File: src/rtl/rgbd_defs.vh
`ifndef RGBD_DEFS_VH
`define RGBD_DEFS_VH

// loop pacing
`define RGBD_CLK_HZ          200000000
`define RGBD_LOOP_MS         10
`define RGBD_LOOP_CYC        ((`RGBD_CLK_HZ / 1000) * `RGBD_LOOP_MS)
`define RGBD_INIT_CYC        4'h8

// request store layout
`define RGBD_IDX_X_HI        3'h0
`define RGBD_IDX_X_LO        3'h1
`define RGBD_IDX_Y_HI        3'h2
`define RGBD_IDX_Y_LO        3'h3
`define RGBD_IDX_FLUX        3'h4
`define RGBD_STORE_LAST      8'h04
`define RGBD_STORE_RST       8'h00

// coordinate scaling: 10000 counts is exactly one
`define RGBD_COORD_ONE       16'h2710

// flux limits and dim scaling: dim = w * flux * MULT >> SHIFT
`define RGBD_FLUX_MAX        8'hc8
`define RGBD_DIM_MULT        14'h216d
`define RGBD_DIM_SHIFT       26
`define RGBD_DIM_FULL        8'hff

// temperature derating
`define RGBD_TEMP_KNEE       8'h50
`define RGBD_TEMP_FLOOR      8'h20

// i2c target
`define RGBD_I2C_ADDR        7'h2a
`define RGBD_BIT_LAST        4'h8

// lfsr taps x^8+x^6+x^5+x^4+1, nonzero seed
`define RGBD_LFSR_SEED       8'h01

`endif

File: src/rtl/rgbd_controller.v
// Functional notes
// - a loop timer paces each full control pass to about 10 ms.
// - each pass runs either colour mix or temperature step, alternating every pass.
// - every pass reloads all three modulators with the current dimming values.
// - i2c target stores each written byte for index 0..4 into the request store, never stalling loop.
// - host may update x, y, flux any time; steps read current store.
// - coordinates are 16-bit unsigned, 10000 counts equals one.
// - flux request is one unsigned byte of lumens.
// - three channels red, green, blue, each with its own dimming value.
// - channels use stochastic density modulation, not fixed-period pulse width.
// - modulator density is n over 255 for 8-bit input n.
// - density is linear in the input value.
// - initialization runs once after reset release, before the first pass.
// - out-of-gamut request turns channels off and flags error; excess flux is clipped.
`timescale 1ns/1ps
`default_nettype none
`include "rgbd_defs.vh"

module rgbd_controller #(
    parameter [31:0] LOOP_CYC = `RGBD_LOOP_CYC
) (
    // clock and reset
    input  wire       clk,
    input  wire       rstn,
    // i2c pins
    input  wire       sclIn,
    input  wire       sdaIn,
    output wire       sdaOeN,
    // board temperature code
    input  wire [7:0] tempIn,
    // led channels
    output wire       ledRed,
    output wire       ledGreen,
    output wire       ledBlue,
    // status
    output reg        gamutErr_q,
    output reg        passStrobe_q
);

    localparam ST_INIT  = 2'b00;
    localparam ST_WAIT  = 2'b01;
    localparam ST_STEP  = 2'b10;
    localparam ST_DRIVE = 2'b11;

    reg  [7:0]  store_q [0:4];
    reg  [1:0]  state_q;
    reg  [3:0]  initCnt_q;
    reg  [31:0] loopCnt_q;
    reg         doTemp_q;
    reg  [7:0]  fluxLimit_q;
    reg  [7:0]  tempSync0_q;
    reg  [7:0]  tempSync1_q;
    reg  [7:0]  mixR_q;
    reg  [7:0]  mixG_q;
    reg  [7:0]  mixB_q;
    reg  [7:0]  dimR_q;
    reg  [7:0]  dimG_q;
    reg  [7:0]  dimB_q;
    reg         mixErr_q;
    reg  [1:0]  state_d;
    reg  [3:0]  initCnt_d;
    reg  [31:0] loopCnt_d;
    reg         doTemp_d;
    reg  [7:0]  fluxLimit_d;
    reg  [7:0]  mixR_d;
    reg  [7:0]  mixG_d;
    reg  [7:0]  mixB_d;
    reg         mixErr_d;
    reg  [7:0]  dimR_d;
    reg  [7:0]  dimG_d;
    reg  [7:0]  dimB_d;
    reg         gamutErr_d;
    reg         passStrobe_d;
    wire        wrEn;
    wire [7:0]  wrIdx;
    wire [7:0]  wrData;
    wire [15:0] coordX;
    wire [15:0] coordY;
    wire [7:0]  fluxReq;
    wire [16:0] sumXY;
    wire        outOfGamut;
    wire [7:0]  fluxEff;
    wire [15:0] wBlue;
    wire [7:0]  tempOver;
    wire [7:0]  limitNext;

    // scale a weight in coordinate counts and a flux into an 8-bit dim value
    function [7:0] dim_of;
        input [15:0] w;
        input [7:0]  f;
        reg   [47:0] prod;
        reg   [47:0] sh;
        begin
            prod = {32'h0, w} * {40'h0, f} * {34'h0, `RGBD_DIM_MULT};
            sh   = prod >> `RGBD_DIM_SHIFT;
            if (sh > {40'h0, `RGBD_DIM_FULL}) begin
                dim_of = `RGBD_DIM_FULL;
            end else begin
                dim_of = sh[7:0];
            end
        end
    endfunction

    rgbd_i2c_target u_i2c (
        .clk      (clk),
        .rstn     (rstn),
        .sclIn    (sclIn),
        .sdaIn    (sdaIn),
        .sdaOeN_q (sdaOeN),
        .wrEn_q   (wrEn),
        .wrIdx_q  (wrIdx),
        .wrData_q (wrData)
    );

    // request store written straight from the link, independent of the loop
    always @(posedge clk) begin
        if (!rstn) begin
            store_q[0] <= `RGBD_STORE_RST;
            store_q[1] <= `RGBD_STORE_RST;
            store_q[2] <= `RGBD_STORE_RST;
            store_q[3] <= `RGBD_STORE_RST;
            store_q[4] <= `RGBD_STORE_RST;
        end else if (wrEn && wrIdx <= `RGBD_STORE_LAST) begin
            store_q[wrIdx[2:0]] <= wrData;
        end
    end

    // big-endian words, 10000 counts per unit
    assign coordX  = {store_q[`RGBD_IDX_X_HI], store_q[`RGBD_IDX_X_LO]};
    assign coordY  = {store_q[`RGBD_IDX_Y_HI], store_q[`RGBD_IDX_Y_LO]};
    assign fluxReq = store_q[`RGBD_IDX_FLUX];

    // simplified gamut: weights x, y and 1-x-y must all be non-negative
    assign sumXY      = {1'b0, coordX} + {1'b0, coordY};
    assign outOfGamut = (sumXY > {1'b0, `RGBD_COORD_ONE});
    assign wBlue      = outOfGamut ? 16'h0000 : (`RGBD_COORD_ONE - sumXY[15:0]);
    assign fluxEff    = (fluxReq > fluxLimit_q) ? fluxLimit_q : fluxReq;

    // temperature step derates the reachable flux above a knee
    assign tempOver  = (tempSync1_q > `RGBD_TEMP_KNEE) ? (tempSync1_q - `RGBD_TEMP_KNEE)
                                                       : 8'h00;
    assign limitNext = (tempOver > (`RGBD_FLUX_MAX - `RGBD_TEMP_FLOOR)) ? `RGBD_TEMP_FLOOR
                                                                        : (`RGBD_FLUX_MAX - tempOver);

    always @(posedge clk) begin
        if (!rstn) begin
            tempSync0_q <= 8'h00;
            tempSync1_q <= 8'h00;
        end else begin
            tempSync0_q <= tempIn;
            tempSync1_q <= tempSync0_q;
        end
    end

    // next-state logic for the loop sequencer
    always @* begin
        state_d      = state_q;
        initCnt_d    = initCnt_q;
        loopCnt_d    = loopCnt_q + 32'h1;
        doTemp_d     = doTemp_q;
        fluxLimit_d  = fluxLimit_q;

        mixR_d       = mixR_q;
        mixG_d       = mixG_q;
        mixB_d       = mixB_q;
        mixErr_d     = mixErr_q;

        dimR_d       = dimR_q;
        dimG_d       = dimG_q;
        dimB_d       = dimB_q;
        gamutErr_d   = gamutErr_q;
        passStrobe_d = 1'b0;

        case (state_q)
            // reached only from reset
            ST_INIT: begin
                fluxLimit_d = `RGBD_FLUX_MAX;
                initCnt_d   = initCnt_q + 4'h1;
                loopCnt_d   = 32'h0;
                if (initCnt_q == `RGBD_INIT_CYC - 4'h1) begin
                    state_d = ST_STEP;
                end
            end
            ST_STEP: begin
                if (doTemp_q) begin
                    fluxLimit_d = limitNext;
                end else if (outOfGamut) begin
                    mixR_d   = 8'h00;
                    mixG_d   = 8'h00;
                    mixB_d   = 8'h00;
                    mixErr_d = 1'b1;
                end else begin
                    mixR_d   = dim_of(coordX, fluxEff);
                    mixG_d   = dim_of(coordY, fluxEff);
                    mixB_d   = dim_of(wBlue, fluxEff);
                    mixErr_d = 1'b0;
                end
                doTemp_d = ~doTemp_q;
                state_d  = ST_DRIVE;
            end
            ST_DRIVE: begin
                // temperature passes reload the old mix, so dims never go stale
                dimR_d     = mixR_q;
                dimG_d     = mixG_q;
                dimB_d     = mixB_q;
                gamutErr_d = mixErr_q;
                state_d    = ST_WAIT;
            end
            ST_WAIT: begin
                // pass length is fixed by the counter, not by step work
                if (loopCnt_q >= LOOP_CYC - 32'h1) begin
                    loopCnt_d    = 32'h0;
                    passStrobe_d = 1'b1;
                    state_d      = ST_STEP;
                end
            end
            default: begin
                state_d = ST_WAIT;
            end
        endcase
    end

    // registers only; all decisions live in the next-state logic
    always @(posedge clk) begin
        if (!rstn) begin
            state_q      <= ST_INIT;
            initCnt_q    <= 4'h0;
            loopCnt_q    <= 32'h0;
            doTemp_q     <= 1'b0;
            fluxLimit_q  <= 8'h00;
            mixR_q       <= 8'h00;
            mixG_q       <= 8'h00;
            mixB_q       <= 8'h00;
            mixErr_q     <= 1'b0;
            dimR_q       <= 8'h00;
            dimG_q       <= 8'h00;
            dimB_q       <= 8'h00;
            gamutErr_q   <= 1'b0;
            passStrobe_q <= 1'b0;
        end else begin
            state_q      <= state_d;
            initCnt_q    <= initCnt_d;
            loopCnt_q    <= loopCnt_d;
            doTemp_q     <= doTemp_d;
            fluxLimit_q  <= fluxLimit_d;
            mixR_q       <= mixR_d;
            mixG_q       <= mixG_d;
            mixB_q       <= mixB_d;
            mixErr_q     <= mixErr_d;
            dimR_q       <= dimR_d;
            dimG_q       <= dimG_d;
            dimB_q       <= dimB_d;
            gamutErr_q   <= gamutErr_d;
            passStrobe_q <= passStrobe_d;
        end
    end

    rgbd_density_mod u_red (
        .clk      (clk),
        .rstn     (rstn),
        .level    (dimR_q),
        .ledOut_q (ledRed)
    );

    rgbd_density_mod u_green (
        .clk      (clk),
        .rstn     (rstn),
        .level    (dimG_q),
        .ledOut_q (ledGreen)
    );

    rgbd_density_mod u_blue (
        .clk      (clk),
        .rstn     (rstn),
        .level    (dimB_q),
        .ledOut_q (ledBlue)
    );

endmodule // rgbd_controller

`default_nettype wire

File: src/rtl/rgbd_density_mod.v
`timescale 1ns/1ps
`default_nettype none
`include "rgbd_defs.vh"

module rgbd_density_mod (
    // clock and reset
    input  wire       clk,
    input  wire       rstn,
    // density value
    input  wire [7:0] level,
    // modulated output
    output reg        ledOut_q
);

    reg  [7:0] lfsr_q;
    wire       fb;

    assign fb = lfsr_q[7] ^ lfsr_q[5] ^ lfsr_q[4] ^ lfsr_q[3];

    // lfsr walks 1..255 once per 255 clocks, so level >= lfsr hits n of them
    always @(posedge clk) begin
        if (!rstn) begin
            lfsr_q   <= `RGBD_LFSR_SEED;
            ledOut_q <= 1'b0;
        end else begin
            lfsr_q   <= {lfsr_q[6:0], fb};
            ledOut_q <= (level >= lfsr_q);
        end
    end

endmodule // rgbd_density_mod

`default_nettype wire

File: src/rtl/rgbd_i2c_target.v
`timescale 1ns/1ps
`default_nettype none
`include "rgbd_defs.vh"

module rgbd_i2c_target (
    // clock and reset
    input  wire       clk,
    input  wire       rstn,
    // i2c pins
    input  wire       sclIn,
    input  wire       sdaIn,
    output reg        sdaOeN_q,
    // store write port
    output reg        wrEn_q,
    output reg  [7:0] wrIdx_q,
    output reg  [7:0] wrData_q
);

    localparam ST_IDLE = 2'b00;
    localparam ST_ADDR = 2'b01;
    localparam ST_DATA = 2'b10;
    localparam ST_ACK  = 2'b11;

    reg  [2:0] sclSync_q;
    reg  [2:0] sdaSync_q;
    reg  [1:0] state_q;
    reg  [3:0] bitCnt_q;
    reg  [7:0] shift_q;
    reg        first_q;
    reg  [7:0] ptr_q;
    wire       sclRise;
    wire       sclFall;
    wire       startSeen;
    wire       stopSeen;

    // stage 0 is read only by stage 1
    assign sclRise   = sclSync_q[1] & ~sclSync_q[2];
    assign sclFall   = ~sclSync_q[1] & sclSync_q[2];
    assign startSeen = sclSync_q[1] & sclSync_q[2] & ~sdaSync_q[1] & sdaSync_q[2];
    assign stopSeen  = sclSync_q[1] & sclSync_q[2] & sdaSync_q[1] & ~sdaSync_q[2];

    always @(posedge clk) begin
        if (!rstn) begin
            sclSync_q <= 3'h7;
            sdaSync_q <= 3'h7;
            state_q   <= ST_IDLE;
            bitCnt_q  <= 4'h0;
            shift_q   <= 8'h00;
            first_q   <= 1'b1;
            ptr_q     <= 8'h00;
            sdaOeN_q  <= 1'b1;
            wrEn_q    <= 1'b0;
            wrIdx_q   <= 8'h00;
            wrData_q  <= 8'h00;
        end else begin
            sclSync_q <= {sclSync_q[1:0], sclIn};
            sdaSync_q <= {sdaSync_q[1:0], sdaIn};
            wrEn_q    <= 1'b0;
            if (startSeen) begin
                state_q  <= ST_ADDR;
                bitCnt_q <= 4'h0;
                first_q  <= 1'b1;
                sdaOeN_q <= 1'b1;
            end else if (stopSeen) begin
                state_q  <= ST_IDLE;
                sdaOeN_q <= 1'b1;
            end else if (sclRise && (state_q == ST_ADDR || state_q == ST_DATA)) begin
                shift_q  <= {shift_q[6:0], sdaSync_q[1]};
                bitCnt_q <= bitCnt_q + 4'h1;
            end else if (sclFall) begin
                case (state_q)
                    ST_ADDR: begin
                        if (bitCnt_q == `RGBD_BIT_LAST) begin
                            // only writes to our address are acknowledged
                            if (shift_q == {`RGBD_I2C_ADDR, 1'b0}) begin
                                state_q  <= ST_ACK;
                                sdaOeN_q <= 1'b0;
                            end else begin
                                state_q <= ST_IDLE;
                            end
                        end
                    end
                    ST_DATA: begin
                        if (bitCnt_q == `RGBD_BIT_LAST) begin
                            state_q  <= ST_ACK;
                            sdaOeN_q <= 1'b0;
                            if (first_q) begin
                                ptr_q   <= shift_q;
                                first_q <= 1'b0;
                            end else begin
                                wrEn_q   <= 1'b1;
                                wrIdx_q  <= ptr_q;
                                wrData_q <= shift_q;
                                ptr_q    <= ptr_q + 8'h01;
                            end
                        end
                    end
                    ST_ACK: begin
                        state_q  <= ST_DATA;
                        bitCnt_q <= 4'h0;
                        sdaOeN_q <= 1'b1;
                    end
                    default: begin
                        state_q <= ST_IDLE;
                    end
                endcase
            end
        end
    end

endmodule // rgbd_i2c_target

`default_nettype wire

File: config.mk
export PLATFORM = sky130hd
export DESIGN_NAME = rgbd_controller
export DESIGN_NICKNAME = d
export VERILOG_FILES = /design/src/rtl/rgbd_controller.v /design/src/rtl/rgbd_density_mod.v /design/src/rtl/rgbd_i2c_target.v
export VERILOG_INCLUDE_DIRS = /design/src /design/src/rtl
export SDC_FILE = /design/constraint.sdc
export NUM_CORES = 2
export LEC_CHECK = 0
export BUFFER_PORTS_ARGS = -buffer_cell sky130_fd_sc_hd__buf_2
export CAP_MARGIN = 20
export CORE_MARGIN = 5
export CORE_UTILIZATION = 40
export DETAILED_ROUTE_END_ITERATION = 6
export HOLD_SLACK_MARGIN = 0.15
export SETUP_SLACK_MARGIN = 0.2
export SLEW_MARGIN = 40
export SYNTH_ARGS = -nofsm -noshare
export SYNTH_HDL_FRONTEND = slang
export SYNTH_SLANG_ARGS = --single-unit
File: constraint.sdc
create_clock -name clk -period 28.7 [get_ports clk]
set_input_delay 4.305 -clock clk [delete_from_list [all_inputs] [get_ports clk]]
set_output_delay 4.305 -clock clk [all_outputs]
set_load 0.05 [all_outputs]
Word level (Yosys, flattened, before mapping)
Memories as Yosys holds them, arrays and structs flattened.
Cells that the tools add are included.

operators by class
  $add $sub $neg = 8
  $mul = 6
  div/mod/pow operators = 0
  $lt $le $gt $ge = 12
  equal/unequal tests = 18
  shift operators = 0
  muxes and demuxes = 43
  bitwise operators = 29
  reductions and logical operators = 25

operators with widths
  operator                  count
  $mul A24 B14 Y38 const B  3
  $mux W8                   12
  $mul A16 B8 Y24           3
  $pmux W32 S2              1
  $gt A12 B8 Y1 const B     3
  $add A32 B1 Y32 const B   1
  $ge A32 B21 Y1 const B    1
  $mux W32                  1
  $ge A8 B8 Y1              3
  $add A16 B16 Y17          1
  $gt A17 B14 Y1 const B    1
  $mux W16                  1
  $pmux W8 S2               1
  $sub A14 B16 Y16 const A  1
  $mux W1                   15
  $not A1 Y1                13
  $mux W4                   3
  $ne A2 B2 Y1 const B      6
  $reduce_and A6 Y1         2
  $mux W2                   5
  $xor A1 B1 Y1             9
  $add A4 B1 Y4 const B     2
  $add A8 B1 Y8 const B     1
  $eq A2 B2 Y1 const B      4
  other kinds (31)          48

storage, ports and cells
  register bits after elaboration = 188
  bits in latches = 0
  bits in writable memories = 40
  ROM bits = 0
  input port bits = 12
  output and inout port bits = 6
  memories kept = 1

memory list
  memory   words  width  rd ports  clocked after Yosys merged registers in  write ports  line                  RTL
  store_q  5      8      5         0                                        5            rgbd_controller.v:45  reg [7:0] store_q [0:4];

Longest topological paths before layout
An unclocked memory read counts as a cell.

  depth in word-level cells = 9
  mapped depth = 56
  gate-level depth less buffers = 54

Modules after synthesis
A second synthesis with hierarchy kept.

unflattened totals
  cells, all modules = 4009
  area total of the unflattened synthesis = 37347.1 µm²

modules (own cells, without submodules)
  module            instances  cells an instance  area an instance (µm²)
  rgbd_controller   1          3628               33758.6
  rgbd_i2c_target   1          240                2218.4
  rgbd_density_mod  3          47                 456.7

Worst setup path before layout
Ideal clock, no wire load.

  kind = reg-to-reg
  from = memory store_q[1][0]
  to = register mixB_q[0]
  arrival = 13.517 ns
  required time = 28.578 ns
  path slack = 15.062 ns
  stages on the path, launching flop included = 51
  buffers on the path = 2
  path through = edfxtp_1 ha_1 inv_1 fa_1 nand2b_1 a21oi_2 nor4_1 a2111oi_4 nand4bb_1 a211o_2 a211oi_1 clkbuf_1 buf_1 nand2_1 nor2_1 fa_1 fa_1 fa_1 [... 15 more ...] fa_1 fa_1 inv_1 fa_1 inv_1 ha_1 a21o_1 a21o_1 a21oi_1 o21ai_0 a221o_1 a21oi_1 or4b_2 o211a_4 a221oi_2 xnor2_1 o31a_4 a221o_1

RTL lines
  item                    line                   RTL
  start: declaration      rgbd_controller.v:45
  end signal: assignment  rgbd_controller.v:248  mixB_q <= mixB_d;
  end: declaration        rgbd_controller.v:55   reg [7:0] mixB_q;

==> flow_summary.json <==
{
  "nNetsFinal": 5126,
  "synth-seq-cells": 228,
  "syn2layout_area_growth_pct": 7.083,
  "synthCells": 3963,
  "cp.required_ps": 29180,
  "row_count": 111,
  "first_iter_violations": 978,
  "htree_levels": 1,
  "grt_pass1_wl_mm": 140.6,
  "maxSlewHeadroom_pct": 38.74,
  "clock-sinks": 228,
  "r2r_slack_ps": 13880,
  "report.final.slew_viol_count": 0,
  "drc": 0,
  "netlist-cell-type-count": 80,
  "firstDrtPassIters": 5,
  "clock_path_buffers": 3,
  "cts_setup_buffers": 0,
  "clk_latency_ps": 600,
  "wl_per_cell_um": 16.07,
  "cpMostUsedCell": "fa_1",
  "vias": 26080,
  "ant_nets": 0,
  "top_regs": "store_q: 40 flops, loopCnt_q: 32 flops",
  "antenna_found_initial": 0,
  "ys.flop_type": "dfxtp_1",
  "hold_buffers": 0,
  "cpMaxStageDelayCell": "or4b_2",
  "grt-ovfl-total": 0,
  "final_cell_mix": "inv_1 (666), ha_1 (628), fa_1 (528)",
  "io-pin-count": 18,
  "cts_tree": "done",
  "grt_usage_pct": 17.23,
  "hold_path.class": "reg -> reg",
  "min_period_ps": 14820,
  "gp_congestion": 0.8716,
  "coreArea_um2": 91390,
  "crit_fanout": 31,
  "die_y_um": 313.2,
  "max_stage_delay_ps": 650,
  "finalCritPeriodShare_pct": 51.62,
  "top_register": "store_q",
  "grt_pass1_vias": 27370,
  "largest_register_ffs": 40,
  "die_area_um2": 98070,
  "drive_above_1_share_pct": 3.466,
  "final-hold-violation-count": 0,
  "grt_max_degree": 69,
  "synth_edf_count": 40,
  "skew_ps": 35.67,
  "numCtsBuffers": 29,
  "ys_seq_area_share_pct": 13.51,
  "critical_path.startpoint_type": "flip-flop",
  "synth_area_um2": 36760,
  "start_util_pct": 40.23,
  "cts-root-buf": "clkbuf_16",
  "status": "finished, final reports clean",
  "critPathCaptureType": "flip-flop",
  "hpwl_mm": 68.32,
  "fmax_mhz": 67.50,
  "wl_mm": 83.04,
  "layout_commonest_cell": "inv_1",
  "clk_pin_slew_ps": 60,
  "setup_tns_ps": 0,
  "nFillCells": 9012,
  "ys_warn_count": 0,
  "cts_resized": 0,
  "rsz0062_at_grt": "false",
  "via_per_inst": 5.045,
  "critPathKind": "reg -> reg",
  "portBuffers": 17,
  "worst_pin_slew_ps": 917.0,
  "die_w_um": 313.2,
  "finalSetupViolCount": 0,
  "arrival_ps": 15300,
  "avgSynthCellArea_um2": 9.276,
  "ys_async_sr_fraction_pct": 0,
  "drv_cap": 0
}
[worst max-delay path: cells and delay by family, from the launching register on]
kind | cells | cell delay, ps
fa+ha+maj | 14 | 5520
compound gates | 19 | 5350
simple gates | 7 | 1990
buf+inv | 6 | 730
xor+xnor | 3 | 560
flops | 1 | 520
[final timing paths]
path                  from   endpoint  depth (start not counted)
max reg2reg  store_q[1][0]  mixB_q[6]                         49
max          store_q[1][0]  mixB_q[6]                         49
min              mixG_q[3]  mixG_q[3]                          2
min reg2reg      mixG_q[3]  mixG_q[3]                          2
[cells by family after synthesis]
kind of cell / synth area share, %
compound gates: 9.584
flops: 13.51
other cells: 0.02043
mux: 0.1804
simple gates: 14.29
buf+inv: 7.736
xor+xnor: 4.551
fa+ha+maj: 50.13
[stage by stage]
stage	hold WS, ps	util, %	setup WS, ps	instance area [um^2]	instances
after global placement	416.2	41.86	14300	38250	5113
final	435.7	43.08	13880	39370	5168
after floorplan	386.3	-	15060	36780	3969
after CTS	436.6	43.04	13970	39330	5167
after detailed placement	418.8	41.89	14070	38280	5113
after global routing	446.5	43.07	13160	39360	5167
[Yosys cell counts, types with 16 or more instances]
cell | instances | area (um^2)
a211oi_1 | 16 | 120.1
a21oi_1 | 121 | 605.6
and2_1 | 199 | 1245
nand3_1 | 61 | 305.3
xor2_1 | 68 | 595.6
clkbuf_1 | 81 | 304.0
dfxtp_1 | 188 | 3764
nand2_1 | 370 | 1389
a21o_1 | 74 | 555.5
a31oi_1 | 21 | 131.4
o21ai_0 | 99 | 495.5
inv_1 | 666 | 2500
nor2_1 | 273 | 1025
and3_1 | 27 | 168.9
a21boi_0 | 53 | 397.9
nor2b_1 | 38 | 237.7
edfxtp_1 | 40 | 1201
nor3_1 | 37 | 185.2
nand4_1 | 18 | 112.6
fa_1 | 528 | 10570
a221o_1 | 18 | 180.2
nand2b_1 | 35 | 219.0
ha_1 | 628 | 7858
xnor2_1 | 123 | 1077
[final cells by class]
cell class	count	area, um^2	area share (%)
multi-input combinational	2986	29050	73.81
antenna	1	2.502	0.006357
clock inverter	13	203.9	0.5181
clock buffer	41	843.3	2.142
timing repair buffer	47	312.8	0.7946
sequential	228	4965	12.61
tap	1186	1484	3.770
inverter	666	2500	6.351
[routing by layer]
layer / track usage [%] / routed length, um / vias to the layer above
met5: 0 / 0 / -
met4: 2.412 / 1208 / 0
li1: - / - / 12840
met3: 1.970 / 2786 / 65
met1: 24.32 / 39580 / 12810
met2: 29.35 / 39470 / 358
Power is not shown: default switching activity piles up to over one toggle a cycle in this logic, so the estimate is an artifact.
